## config.mk

```make
export PLATFORM = sky130hd
export DESIGN_NAME = adbm_ad_bus_mux
export DESIGN_NICKNAME = d
export VERILOG_FILES = /design/src/inc/adbm_pkg.sv /design/src/hw/adbm_strap_decode.sv /design/src/hw/adbm_ad_bus_mux.sv
export SDC_FILE = /design/constraint.sdc
export NUM_CORES = 1
export LEC_CHECK = 0
export ABC_CLOCK_PERIOD_IN_PS = 4350
export BUFFER_PORTS_ARGS = -buffer_cell sky130_fd_sc_hd__buf_2
export CORE_ASPECT_RATIO = 2
export CORE_MARGIN = 4
export CORE_UTILIZATION = 47
export CTS_BUF_LIST = sky130_fd_sc_hd__clkbuf_16
export CTS_CLUSTER_DIAMETER = 100
export CTS_CLUSTER_SIZE = 14
export DETAILED_ROUTE_END_ITERATION = 12
export GPL_ROUTABILITY_DRIVEN = 0
export PLACE_DENSITY = 0.7
export SETUP_SLACK_MARGIN = 0.05
export SKIP_CTS_REPAIR_TIMING = 1
export SYNTH_ARGS = -nofsm -noshare
export SYNTH_HDL_FRONTEND = slang
export SYNTH_SLANG_ARGS = --single-unit
```

## constraint.sdc

```tcl
create_clock -name clk -period 4.35 [get_ports clk]
set_input_delay 0.6525 -clock clk [delete_from_list [all_inputs] [get_ports clk]]
set_output_delay 0.6525 -clock clk [all_outputs]
set_load 0.03 [all_outputs]
```

## src/inc/adbm_pkg.sv

```systemverilog
// package: constants, register map and carriers for the address/data pin block
package adbm_pkg;
    localparam int unsigned ADBM_CLK_MHZ = 200;
    localparam int unsigned ADBM_LOCK_CYCLES = 4096;
    localparam logic [5:0] ADBM_OFF_CTRL = 6'h00;
    localparam logic [5:0] ADBM_OFF_ADDR = 6'h04;
    localparam logic [5:0] ADBM_OFF_WDATA = 6'h08;
    localparam logic [5:0] ADBM_OFF_FLAG_OUT = 6'h0C;
    localparam logic [5:0] ADBM_OFF_FLAG_OE = 6'h10;
    localparam logic [5:0] ADBM_OFF_STATUS = 6'h14;
    localparam logic [5:0] ADBM_OFF_RDATA = 6'h18;
    localparam int unsigned ADBM_CTRL_START = 0;
    localparam int unsigned ADBM_CTRL_WRITE = 1;
    localparam int unsigned ADBM_CTRL_WIDE = 2;
    localparam int unsigned ADBM_CTRL_PORT_EN = 3;
    localparam int unsigned ADBM_CTRL_FLAG_SEL = 20;
    localparam logic [31:0] ADBM_CTRL_RESET = 32'h0000_0000;
    localparam logic [1:0] ADBM_RESP_OKAY = 2'h0;
    localparam logic [1:0] ADBM_RESP_SLVERR = 2'h2;
    localparam logic [3:0] ADBM_PHASE_CYCLES = 4'h4;
    localparam logic [1:0] ADBM_BOOT_SPI_SLAVE = 2'h0;
    localparam logic [1:0] ADBM_BOOT_SPI_MASTER = 2'h1;
    localparam logic [1:0] ADBM_BOOT_PARALLEL = 2'h2;
    localparam logic [1:0] ADBM_CLK_RATIO_3 = 2'h0;
    localparam logic [1:0] ADBM_CLK_RATIO_16 = 2'h1;
    localparam logic [1:0] ADBM_CLK_RATIO_8 = 2'h2;
    localparam logic [4:0] ADBM_MULT_3 = 5'h03;
    localparam logic [4:0] ADBM_MULT_16 = 5'h10;
    localparam logic [4:0] ADBM_MULT_8 = 5'h08;

    typedef enum logic [1:0] {
        ADBM_BOOT_SLAVE, ADBM_BOOT_MASTER, ADBM_BOOT_EPROM, ADBM_BOOT_BAD
    } adbm_boot_type;

    // the pin group that faces the latch and memory
    typedef struct packed {
        logic rd_n;
        logic wr_n;
        logic ale;
        logic [15:0] ad_out;
        logic [15:0] ad_oe;
    } adbm_pins_type;

    // decoded strap results
    typedef struct packed {
        adbm_boot_type boot;
        logic [4:0] clk_mult;
        logic clk_bad;
        logic lock_done;
    } adbm_straps_type;
endpackage

```

## src/hw/adbm_strap_decode.sv

```systemverilog
// strap capture, boot and clock ratio decode, lock wait counter
`timescale 1ns/10ps
`default_nettype none
module adbm_strap_decode (
    input wire logic clk,
    input wire logic resetn,
    input wire logic clk_en,
    input wire logic [1:0] boot_select_straps,
    input wire logic [1:0] clock_ratio_straps,
    output adbm_pkg::adbm_straps_type straps
);
    import adbm_pkg::*;
    logic [12:0] lock_cnt_reg;
    logic captured_reg;
    adbm_straps_type straps_reg;

    // straps are caught on the first enabled edge after release, never in reset
    always_ff @(posedge clk or negedge resetn) begin
        if (!resetn) begin
            captured_reg <= 1'b0;
            straps_reg <= '0;
        end else if (clk_en && !captured_reg) begin
            captured_reg <= 1'b1;
            case (boot_select_straps)
                ADBM_BOOT_SPI_SLAVE: straps_reg.boot <= ADBM_BOOT_SLAVE;
                ADBM_BOOT_SPI_MASTER: straps_reg.boot <= ADBM_BOOT_MASTER;
                ADBM_BOOT_PARALLEL: straps_reg.boot <= ADBM_BOOT_EPROM;
                default: straps_reg.boot <= ADBM_BOOT_BAD;
            endcase
            // ratio is fixed here; later reprogramming belongs to software
            case (clock_ratio_straps)
                ADBM_CLK_RATIO_3: straps_reg.clk_mult <= ADBM_MULT_3;
                ADBM_CLK_RATIO_16: straps_reg.clk_mult <= ADBM_MULT_16;
                ADBM_CLK_RATIO_8: straps_reg.clk_mult <= ADBM_MULT_8;
                default: straps_reg.clk_bad <= 1'b1;
            endcase
        end else if (clk_en && !straps_reg.lock_done) begin
            if (lock_cnt_reg == 13'(ADBM_LOCK_CYCLES - 1)) begin
                straps_reg.lock_done <= 1'b1;
            end
        end
    end

    // lock wait counter
    always_ff @(posedge clk or negedge resetn) begin
        if (!resetn) begin
            lock_cnt_reg <= 13'h0000;
        end else if (clk_en && captured_reg && !straps_reg.lock_done) begin
            lock_cnt_reg <= lock_cnt_reg + 13'h0001;
        end
    end

    assign straps = straps_reg;

    property p_lock_time;
        @(posedge clk) disable iff (!resetn)
        $rose(straps_reg.lock_done) |-> lock_cnt_reg == 13'(ADBM_LOCK_CYCLES);
    endproperty
    a_lock_time: assert property (p_lock_time)
        else $error("lock wait length wrong");

    property p_ratio_hold;
        @(posedge clk) disable iff (!resetn)
        captured_reg && $past(captured_reg) |-> $stable(straps_reg.clk_mult);
    endproperty
    a_ratio_hold: assert property (p_ratio_hold)
        else $error("ratio changed after capture");
endmodule // adbm_strap_decode
`default_nettype wire

```

## src/hw/adbm_ad_bus_mux.sv

```systemverilog
// multiplexed address/data port, flag pin use and strap results
//
// Overview of operation
// - strobes always driven, never high impedance
// - flags only with control bit 20, port off
// - pins 0-7 to flags 8-15, swapped
// - boot straps decode slave, master, eprom
// - ratio straps give 3, 16, 8
// - 8-bit: high address then data, low address
// - 16-bit: address 15-0 then data 15-0
// - wait 4096 clocks for lock after reset
// - ratio straps taken once, on first edge after reset
//
// The register offsets and the AXI4-Lite interface to the registers were decided locally.
`timescale 1ns/10ps
`default_nettype none
module adbm_ad_bus_mux (
    input wire logic clk,
    input wire logic resetn,
    input wire logic clk_en,
    input wire logic [5:0] s_axi_awaddr,
    input wire logic s_axi_awvalid,
    output logic s_axi_awready,
    input wire logic [31:0] s_axi_wdata,
    input wire logic [3:0] s_axi_wstrb,
    input wire logic s_axi_wvalid,
    output logic s_axi_wready,
    output logic [1:0] s_axi_bresp,
    output logic s_axi_bvalid,
    input wire logic s_axi_bready,
    input wire logic [5:0] s_axi_araddr,
    input wire logic s_axi_arvalid,
    output logic s_axi_arready,
    output logic [31:0] s_axi_rdata,
    output logic [1:0] s_axi_rresp,
    output logic s_axi_rvalid,
    input wire logic s_axi_rready,
    input wire logic [15:0] muxed_addr_data_pins_in,
    output logic [15:0] muxed_addr_data_pins_out,
    output logic [15:0] muxed_addr_data_pins_oe,
    output logic read_strobe_n,
    output logic write_strobe_n,
    output logic addr_latch_strobe,
    input wire logic [1:0] boot_select_straps,
    input wire logic [1:0] clock_ratio_straps
);
    import adbm_pkg::*;
    typedef enum logic [2:0] {ADBM_IDLE, ADBM_ADDR, ADBM_DATA} adbm_state_type;
    adbm_state_type state_reg;
    logic [31:0] system_control_reg, addr_reg, wdata_reg;
    logic [15:0] flag_out_reg, flag_oe_reg, rdata_reg;
    logic [3:0] phase_cnt_reg;
    logic [5:0] aw_addr_reg;
    logic [31:0] w_data_reg;
    adbm_pins_type pins_reg;
    adbm_straps_type straps;
    logic flag_mode, wide, do_write, start_req;
    logic [15:0] flags_in;

    adbm_strap_decode u_straps (
        .clk(clk),
        .resetn(resetn),
        .clk_en(clk_en),
        .boot_select_straps(boot_select_straps),
        .clock_ratio_straps(clock_ratio_straps),
        .straps(straps)
    );

    assign flag_mode = system_control_reg[ADBM_CTRL_FLAG_SEL] &&
                       !system_control_reg[ADBM_CTRL_PORT_EN];
    assign wide = system_control_reg[ADBM_CTRL_WIDE];
    assign do_write = !s_axi_awready && !s_axi_wready && !s_axi_bvalid;
    assign start_req = do_write && aw_addr_reg == ADBM_OFF_CTRL &&
                       w_data_reg[ADBM_CTRL_START];

    // pin-to-flag swap of the two byte halves
    genvar gi;
    generate
        for (gi = 0; gi < 8; gi++) begin : g_swap
            assign flags_in[gi + 8] = muxed_addr_data_pins_in[gi];
            assign flags_in[gi] = muxed_addr_data_pins_in[gi + 8];
        end
    endgenerate

    // write channels taken in either order, held until the response goes
    always_ff @(posedge clk or negedge resetn) begin
        if (!resetn) begin
            s_axi_awready <= 1'b1;
            s_axi_wready <= 1'b1;
            aw_addr_reg <= 6'h00;
            w_data_reg <= 32'h0000_0000;
            s_axi_bvalid <= 1'b0;
            s_axi_bresp <= ADBM_RESP_OKAY;
        end else if (clk_en) begin
            if (s_axi_awvalid && s_axi_awready) begin
                s_axi_awready <= 1'b0;
                aw_addr_reg <= s_axi_awaddr;
            end
            if (s_axi_wvalid && s_axi_wready) begin
                s_axi_wready <= 1'b0;
                w_data_reg <= s_axi_wdata;
            end
            if (do_write) begin
                s_axi_bvalid <= 1'b1;
                s_axi_bresp <= (aw_addr_reg <= ADBM_OFF_FLAG_OE &&
                    aw_addr_reg[1:0] == 2'h0) ? ADBM_RESP_OKAY
                    : ADBM_RESP_SLVERR;
            end else if (s_axi_bvalid && s_axi_bready) begin
                s_axi_bvalid <= 1'b0;
                s_axi_awready <= 1'b1;
                s_axi_wready <= 1'b1;
            end
        end
    end

    // control and data registers; byte strobes are ignored, full words only
    always_ff @(posedge clk or negedge resetn) begin
        if (!resetn) begin
            system_control_reg <= ADBM_CTRL_RESET;
            addr_reg <= 32'h0000_0000;
            wdata_reg <= 32'h0000_0000;
            flag_out_reg <= 16'h0000;
            flag_oe_reg <= 16'h0000;
        end else if (clk_en && do_write) begin
            case (aw_addr_reg)
                ADBM_OFF_CTRL: system_control_reg <= w_data_reg &
                    ~(32'h1 << ADBM_CTRL_START);
                ADBM_OFF_ADDR: addr_reg <= w_data_reg;
                ADBM_OFF_WDATA: wdata_reg <= w_data_reg;
                ADBM_OFF_FLAG_OUT: flag_out_reg <= w_data_reg[15:0];
                ADBM_OFF_FLAG_OE: flag_oe_reg <= w_data_reg[15:0];
                default: ;
            endcase
        end
    end

    // transfer sequencer: address phase with strobe high, then data phase
    always_ff @(posedge clk or negedge resetn) begin
        if (!resetn) begin
            state_reg <= ADBM_IDLE;
            phase_cnt_reg <= 4'h0;
            rdata_reg <= 16'h0000;
        end else if (clk_en) begin
            case (state_reg)
                ADBM_IDLE: begin
                    phase_cnt_reg <= 4'h0;
                    // no transfers before lock or while pins serve as flags
                    if (start_req && straps.lock_done && !flag_mode &&
                        system_control_reg[ADBM_CTRL_PORT_EN]) begin
                        state_reg <= ADBM_ADDR;
                    end
                end
                ADBM_ADDR: begin
                    phase_cnt_reg <= phase_cnt_reg + 4'h1;
                    if (phase_cnt_reg == ADBM_PHASE_CYCLES - 4'h1) begin
                        phase_cnt_reg <= 4'h0;
                        state_reg <= ADBM_DATA;
                    end
                end
                ADBM_DATA: begin
                    phase_cnt_reg <= phase_cnt_reg + 4'h1;
                    if (phase_cnt_reg == ADBM_PHASE_CYCLES - 4'h1) begin
                        rdata_reg <= muxed_addr_data_pins_in;
                        state_reg <= ADBM_IDLE;
                    end
                end
                default: state_reg <= ADBM_IDLE;
            endcase
        end
    end

    // pin drivers, all from flops; strobes never released
    always_ff @(posedge clk or negedge resetn) begin
        if (!resetn) begin
            pins_reg.rd_n <= 1'b1;
            pins_reg.wr_n <= 1'b1;
            pins_reg.ale <= 1'b0;
            pins_reg.ad_out <= 16'h0000;
            pins_reg.ad_oe <= 16'h0000;
        end else if (clk_en) begin
            pins_reg.rd_n <= 1'b1;
            pins_reg.wr_n <= 1'b1;
            pins_reg.ale <= 1'b0;
            pins_reg.ad_oe <= 16'h0000;
            pins_reg.ad_out <= 16'h0000;
            if (flag_mode) begin
                pins_reg.ad_out <= {flag_out_reg[7:0], flag_out_reg[15:8]};
                pins_reg.ad_oe <= {flag_oe_reg[7:0], flag_oe_reg[15:8]};
            end else if (state_reg == ADBM_ADDR) begin
                pins_reg.ale <= 1'b1;
                pins_reg.ad_oe <= 16'hFFFF;
                if (wide) begin
                    pins_reg.ad_out <= addr_reg[15:0];
                end else begin
                    pins_reg.ad_out <= addr_reg[23:8];
                end
            end else if (state_reg == ADBM_DATA) begin
                pins_reg.rd_n <= system_control_reg[ADBM_CTRL_WRITE];
                pins_reg.wr_n <= !system_control_reg[ADBM_CTRL_WRITE];
                if (wide) begin
                    pins_reg.ad_out <= wdata_reg[15:0];
                    pins_reg.ad_oe <=
                        {16{system_control_reg[ADBM_CTRL_WRITE]}};
                end else begin
                    pins_reg.ad_out <= {addr_reg[7:0],
                        wdata_reg[7:0]};
                    pins_reg.ad_oe <= {8'hFF,
                        {8{system_control_reg[ADBM_CTRL_WRITE]}}};
                end
            end
        end
    end

    // read channel, answer one enabled cycle after the address is taken
    always_ff @(posedge clk or negedge resetn) begin
        if (!resetn) begin
            s_axi_rvalid <= 1'b0;
            s_axi_arready <= 1'b1;
            s_axi_rdata <= 32'h0000_0000;
            s_axi_rresp <= ADBM_RESP_OKAY;
        end else if (clk_en) begin
            if (s_axi_arvalid && s_axi_arready) begin
                s_axi_arready <= 1'b0;
                s_axi_rvalid <= 1'b1;
                s_axi_rresp <= ADBM_RESP_OKAY;
                case (s_axi_araddr)
                    ADBM_OFF_CTRL: s_axi_rdata <= system_control_reg;
                    ADBM_OFF_ADDR: s_axi_rdata <= addr_reg;
                    ADBM_OFF_WDATA: s_axi_rdata <= wdata_reg;
                    ADBM_OFF_FLAG_OUT: s_axi_rdata <= {16'h0000, flag_out_reg};
                    ADBM_OFF_FLAG_OE: s_axi_rdata <= {16'h0000, flag_oe_reg};
                    ADBM_OFF_STATUS: s_axi_rdata <= {16'h0000, flags_in};
                    // exactly 32 bits: ratio result on top, boot at 25:24
                    ADBM_OFF_RDATA: s_axi_rdata <= {straps.clk_bad,
                        straps.clk_mult, straps.boot, 5'h00,
                        straps.lock_done, state_reg != ADBM_IDLE,
                        flag_mode, rdata_reg};
                    default: begin
                        s_axi_rdata <= 32'h0000_0000;
                        s_axi_rresp <= ADBM_RESP_SLVERR;
                    end
                endcase
            end else if (s_axi_rvalid && s_axi_rready) begin
                s_axi_rvalid <= 1'b0;
                s_axi_arready <= 1'b1;
            end
        end
    end

    assign read_strobe_n = pins_reg.rd_n;
    assign write_strobe_n = pins_reg.wr_n;
    assign addr_latch_strobe = pins_reg.ale;
    assign muxed_addr_data_pins_out = pins_reg.ad_out;
    assign muxed_addr_data_pins_oe = pins_reg.ad_oe;

    property p_strobe_known;
        @(posedge clk) disable iff (!resetn)
        !(pins_reg.rd_n == 1'b0 && pins_reg.wr_n == 1'b0);
    endproperty
    a_strobe_known: assert property (p_strobe_known)
        else $error("both strobes low");

    property p_flag_gate;
        @(posedge clk) disable iff (!resetn)
        clk_en && !flag_mode && state_reg == ADBM_IDLE |=>
            pins_reg.ad_oe == 16'h0000 || flag_mode;
    endproperty
    a_flag_gate: assert property (p_flag_gate)
        else $error("pins driven outside flag or port use");

    property p_flag_swap;
        @(posedge clk) disable iff (!resetn)
        clk_en && flag_mode |=>
            pins_reg.ad_out[7:0] == $past(flag_out_reg[15:8]);
    endproperty
    a_flag_swap: assert property (p_flag_swap)
        else $error("flag mapping wrong");

    property p_addr8;
        @(posedge clk) disable iff (!resetn)
        pins_reg.ale && !wide && !$past(flag_mode) |->
            pins_reg.ad_out == addr_reg[23:8];
    endproperty
    a_addr8: assert property (p_addr8)
        else $error("8-bit address phase wrong");

    property p_addr16;
        @(posedge clk) disable iff (!resetn)
        pins_reg.ale && wide |-> pins_reg.ad_out == addr_reg[15:0];
    endproperty
    a_addr16: assert property (p_addr16)
        else $error("16-bit address phase wrong");

    property p_ale_len;
        @(posedge clk) disable iff (!resetn)
        clk_en && $rose(pins_reg.ale) |-> pins_reg.ale[*4] ##1 !pins_reg.ale;
    endproperty
    a_ale_len: assert property (p_ale_len)
        else $error("address phase length wrong");

    c_read8: cover property (@(posedge clk) disable iff (!resetn)
        $fell(pins_reg.rd_n) && !wide);
    c_write16: cover property (@(posedge clk) disable iff (!resetn)
        $fell(pins_reg.wr_n) && wide);
    c_flags: cover property (@(posedge clk) disable iff (!resetn)
        $rose(flag_mode));
endmodule // adbm_ad_bus_mux
`default_nettype wire

```

==> key figures <==
GRT
  • Total Routing Usage GR: between 20% and 30%
  • Largest net degree at the start of global routing: between 100 and 150
  • First-pass GRT wire length: roughly 55 mm
  • Vias in the first global route: around 9,500
  • Grt ovf: 0
  • Initial antenna violation count: 1

Power and ir drop
  • Leak Pwr: roughly 7 nW
  • Clock Power Share: between 20 and 25%
  • Int Pwr: 5.17 mW
  • P_sw: between 2 and 3 mW
  • Reg power frac: 50.6%
  • Peak VDD IR: between 0.3 and 0.4 mV
  • PwrDens: about 540 mW/mm2
  • Combinational share of power: about a quarter
  • Sw Ratio: 34.1%

Synthesis
  • Top-area cell type share of the netlist area: between 50% and 60%
  • Most area-hungry cell type in the Yosys netlist: dfrtp_1
  • Post-synthesis register bit count: around 280
  • Distinct cells, synth: 60
  • Mapped Area: around 0.013 mm2
  • Ranking of synthesized cells by area: dfrtp_1 (54%), mux2_2 (18%), mux2i_1 (4.7%)
  • Register area share after synthesis: 54.9%
  • Post-synth EDFFs: 0
  • Main synth FF type: dfrtp_1
  • Post-synth top cells: dfrtp_1 (277), mux2_2 (206), nand2_1 (72), mux2i_1 (60), o21ai_0 (45)
  • Most common cell in the netlist: dfrtp_1
  • Synth Instances: around 1,000
  • Synth Area per Inst: between 10 and 15 um2
  • Asr flop ratio synth: 100%
  • Synth warn: 0

Outcome
  • Status: finished clean

Timing
  • Final period utilization: 58.9%
  • Setup TNS: 0 ns
  • Slew Viols, Final: 0
  • Final worst path period need: 2.56 ns
  • Slew @ Worst Pin: around 1.2 ns
  • Final setup skew: 0.0198 ns
  • Final Setup Violations: 0
  • Worst slew margin: between 10% and 20%
  • Min Hold Slack: just under 0.2 ns
  • Unrepaired setup endpoints after global routing: no
  • FMAX: 390 MHz
  • Hold Vio Cnt, Final: 0

Drt
  • # DRC: 0
  • DR WL/cell: between 20 and 25 um
  • Final ANT Viol Nets: 0
  • Post-Route WL: 35.2 mm
  • Vias: ~9,000
  • Routed vias/inst: between 5 and 6
  • DRT Pass-1 Iters: 5
  • Iter 0 DRT Violations: just under 600

Critical path
  • Crit start category: input pin
  • Critical Path Source: s_axi_araddr[2]
  • Worst r2r src: state_reg[0]
  • CP Capture Type: flop
  • CP Class: input pin to flop
  • Req. time, crit path: about 4.8 ns
  • Crit-path slowest cell: a2111oi_0
  • Crit-path max FO: 28
  • WP buf/inv: 2
  • WP data arrival: 2.96 ns
  • Max stage delay on crit path: approximately 0.66 ns
  • CP top delay family: buffers and inverters
  • CP Cell Sequence: buf_2 > or4_1 > buf_4 > nor3_1 > a2111oi_0 > o21ai_1

Cells and area
  • Area Overhead vs Synth: 12.9%
  • Fill cells: roughly 2,400
  • Multi-input logic area: approximately 0.0054 mm2
  • Layout Nets: about 1,300
  • Layout cells sized above 1: 35.5%
  • Final standard cell area without fillers: roughly 0.015 mm2
  • Register area: 0.00706 mm2

Clock network
  • Clock Sinks: roughly 280
  • Clock-pin slew on the worst setup and hold paths: 0.07 ns
  • Clk_lat worst skew: 0.53 ns
  • CTS tree: built
  • CTS buffer count: 24
  • Clock root buffer: clkbuf_16
  • Max Buffers Root-to-Sink: 3
  • H-tree levels: 1

Die
  • I/O Pins: about 150
  • Die height: roughly 240 um
  • Starting Density: a little under half
  • Die ar.: 0.0303 mm2
  • Chip Width: 125 um
  • Core ar.: 0.0270 mm2
  • Rows: between 80 and 90

Flow run
  • Max-Cap Viols: 0

Placement
  • PortBufs: approximately 150
  • Placed cell area: about 0.014 mm2
  • Detailed Place HPWL: around 24 mm

Worst hold path
  • Hold Crit Class: input pin to asynchronous set/reset pin
worst register-to-register path, stage by stage, from the launching register on:
cell      delay (ns)
dfrtp_1         0.40
inv_1           0.10
ha_1            0.35
inv_1           0.14
nor2_2          0.82
a221oi_1        0.29
o22ai_1         0.17
power groups by stage:
stage	clock network (mW)	logic, mW	registers, mW
2_1_floorplan	0	1.13	4.00
3_3_place_gp	0	1.89	3.99
3_5_place_dp	0	1.93	4.02
4_1_cts	1.99	1.94	3.98
5_1_grt	2.11	2.08	4.06
6_report	1.95	1.92	3.97
cell type report:
cell class,count,share of cell area (%)
diodes,1,0.0172
well taps,348,2.99
repair buffers,164,6.21
flip-flops and latches,282,48.6
clock inverters,8,0.293
inverters,27,0.697
multi-input cells,666,36.9
clock buffers,25,4.30
metrics by stage:
step	worst slack, ns	power (mW)	instances	util (%)
3_3_place_gp	1.39	5.88	1487	51.3
2_1_floorplan	2.18	5.13	1046	-
6_report	1.79	7.85	1521	53.8
4_1_cts	1.91	7.91	1520	53.8
3_5_place_dp	1.35	5.95	1487	51.3
5_1_grt	1.75	8.25	1521	53.8
layer usage:
metal	vias to the layer above	global-route usage [%]	share of wire (%)
li1	3990	-	-
met1	4555	26.2	36
met2	314	42.7	54
met3	81	2.49	5.0
met4	0	11.6	5.5
met5	-	0	0
cell usage in the layout, fill, tap and decap left out, types with 5 or more instances in the layout:
cell       instances
a22o_1             6
mux2_2           206
a2111oi_0         15
o21ai_1           12
nor3b_1           16
inv_1             33
a21oi_1           24
a21o_1             5
nand2b_1           7
dfrtp_1          277
buf_2            144
mux2i_1           60
nand4_1            5
and3_1             6
nand3_1            8
nand2_1           72
xnor2_1            7
nor3_1            42
ha_1               9
o22ai_1           17
a221oi_1          24
nor2_1            27
clkbuf_16         25
buf_4             17
dfstp_2            5
o21ai_0           45
xor2_1             5
cells by family (layout without fill, tap and decap cells):
kind of cell | after synthesis | in the layout | synth area share, %
compound gates | 161 | 161 | 8.16
xor+xnor | 12 | 12 | 0.816
fa+ha+maj | 9 | 9 | 0.875
buf+inv | 98 | 224 | 3.60
flops | 282 | 282 | 54.9
mux | 270 | 270 | 23.1
other cells | 1 | 3 | 0.0291
simple gates | 212 | 212 | 8.57
worst paths after layout:
kind                                                    end  slack [ns]  cells after the start
worst min-delay path                         aw_addr_reg[1]        0.19                      1
worst max register to register  muxed_addr_data_pins_out[3]        1.98                      6
worst max-delay path                        s_axi_rdata[13]        1.79                      6
max in group asynchronous             system_control_reg[8]        3.07                      2
min in group clk                         u_straps.straps[7]        0.32                      3
worst min register to register     u_straps.lock_cnt_reg[5]        0.47                      1
No activity file was read; power rests on OpenSTA's default activity.
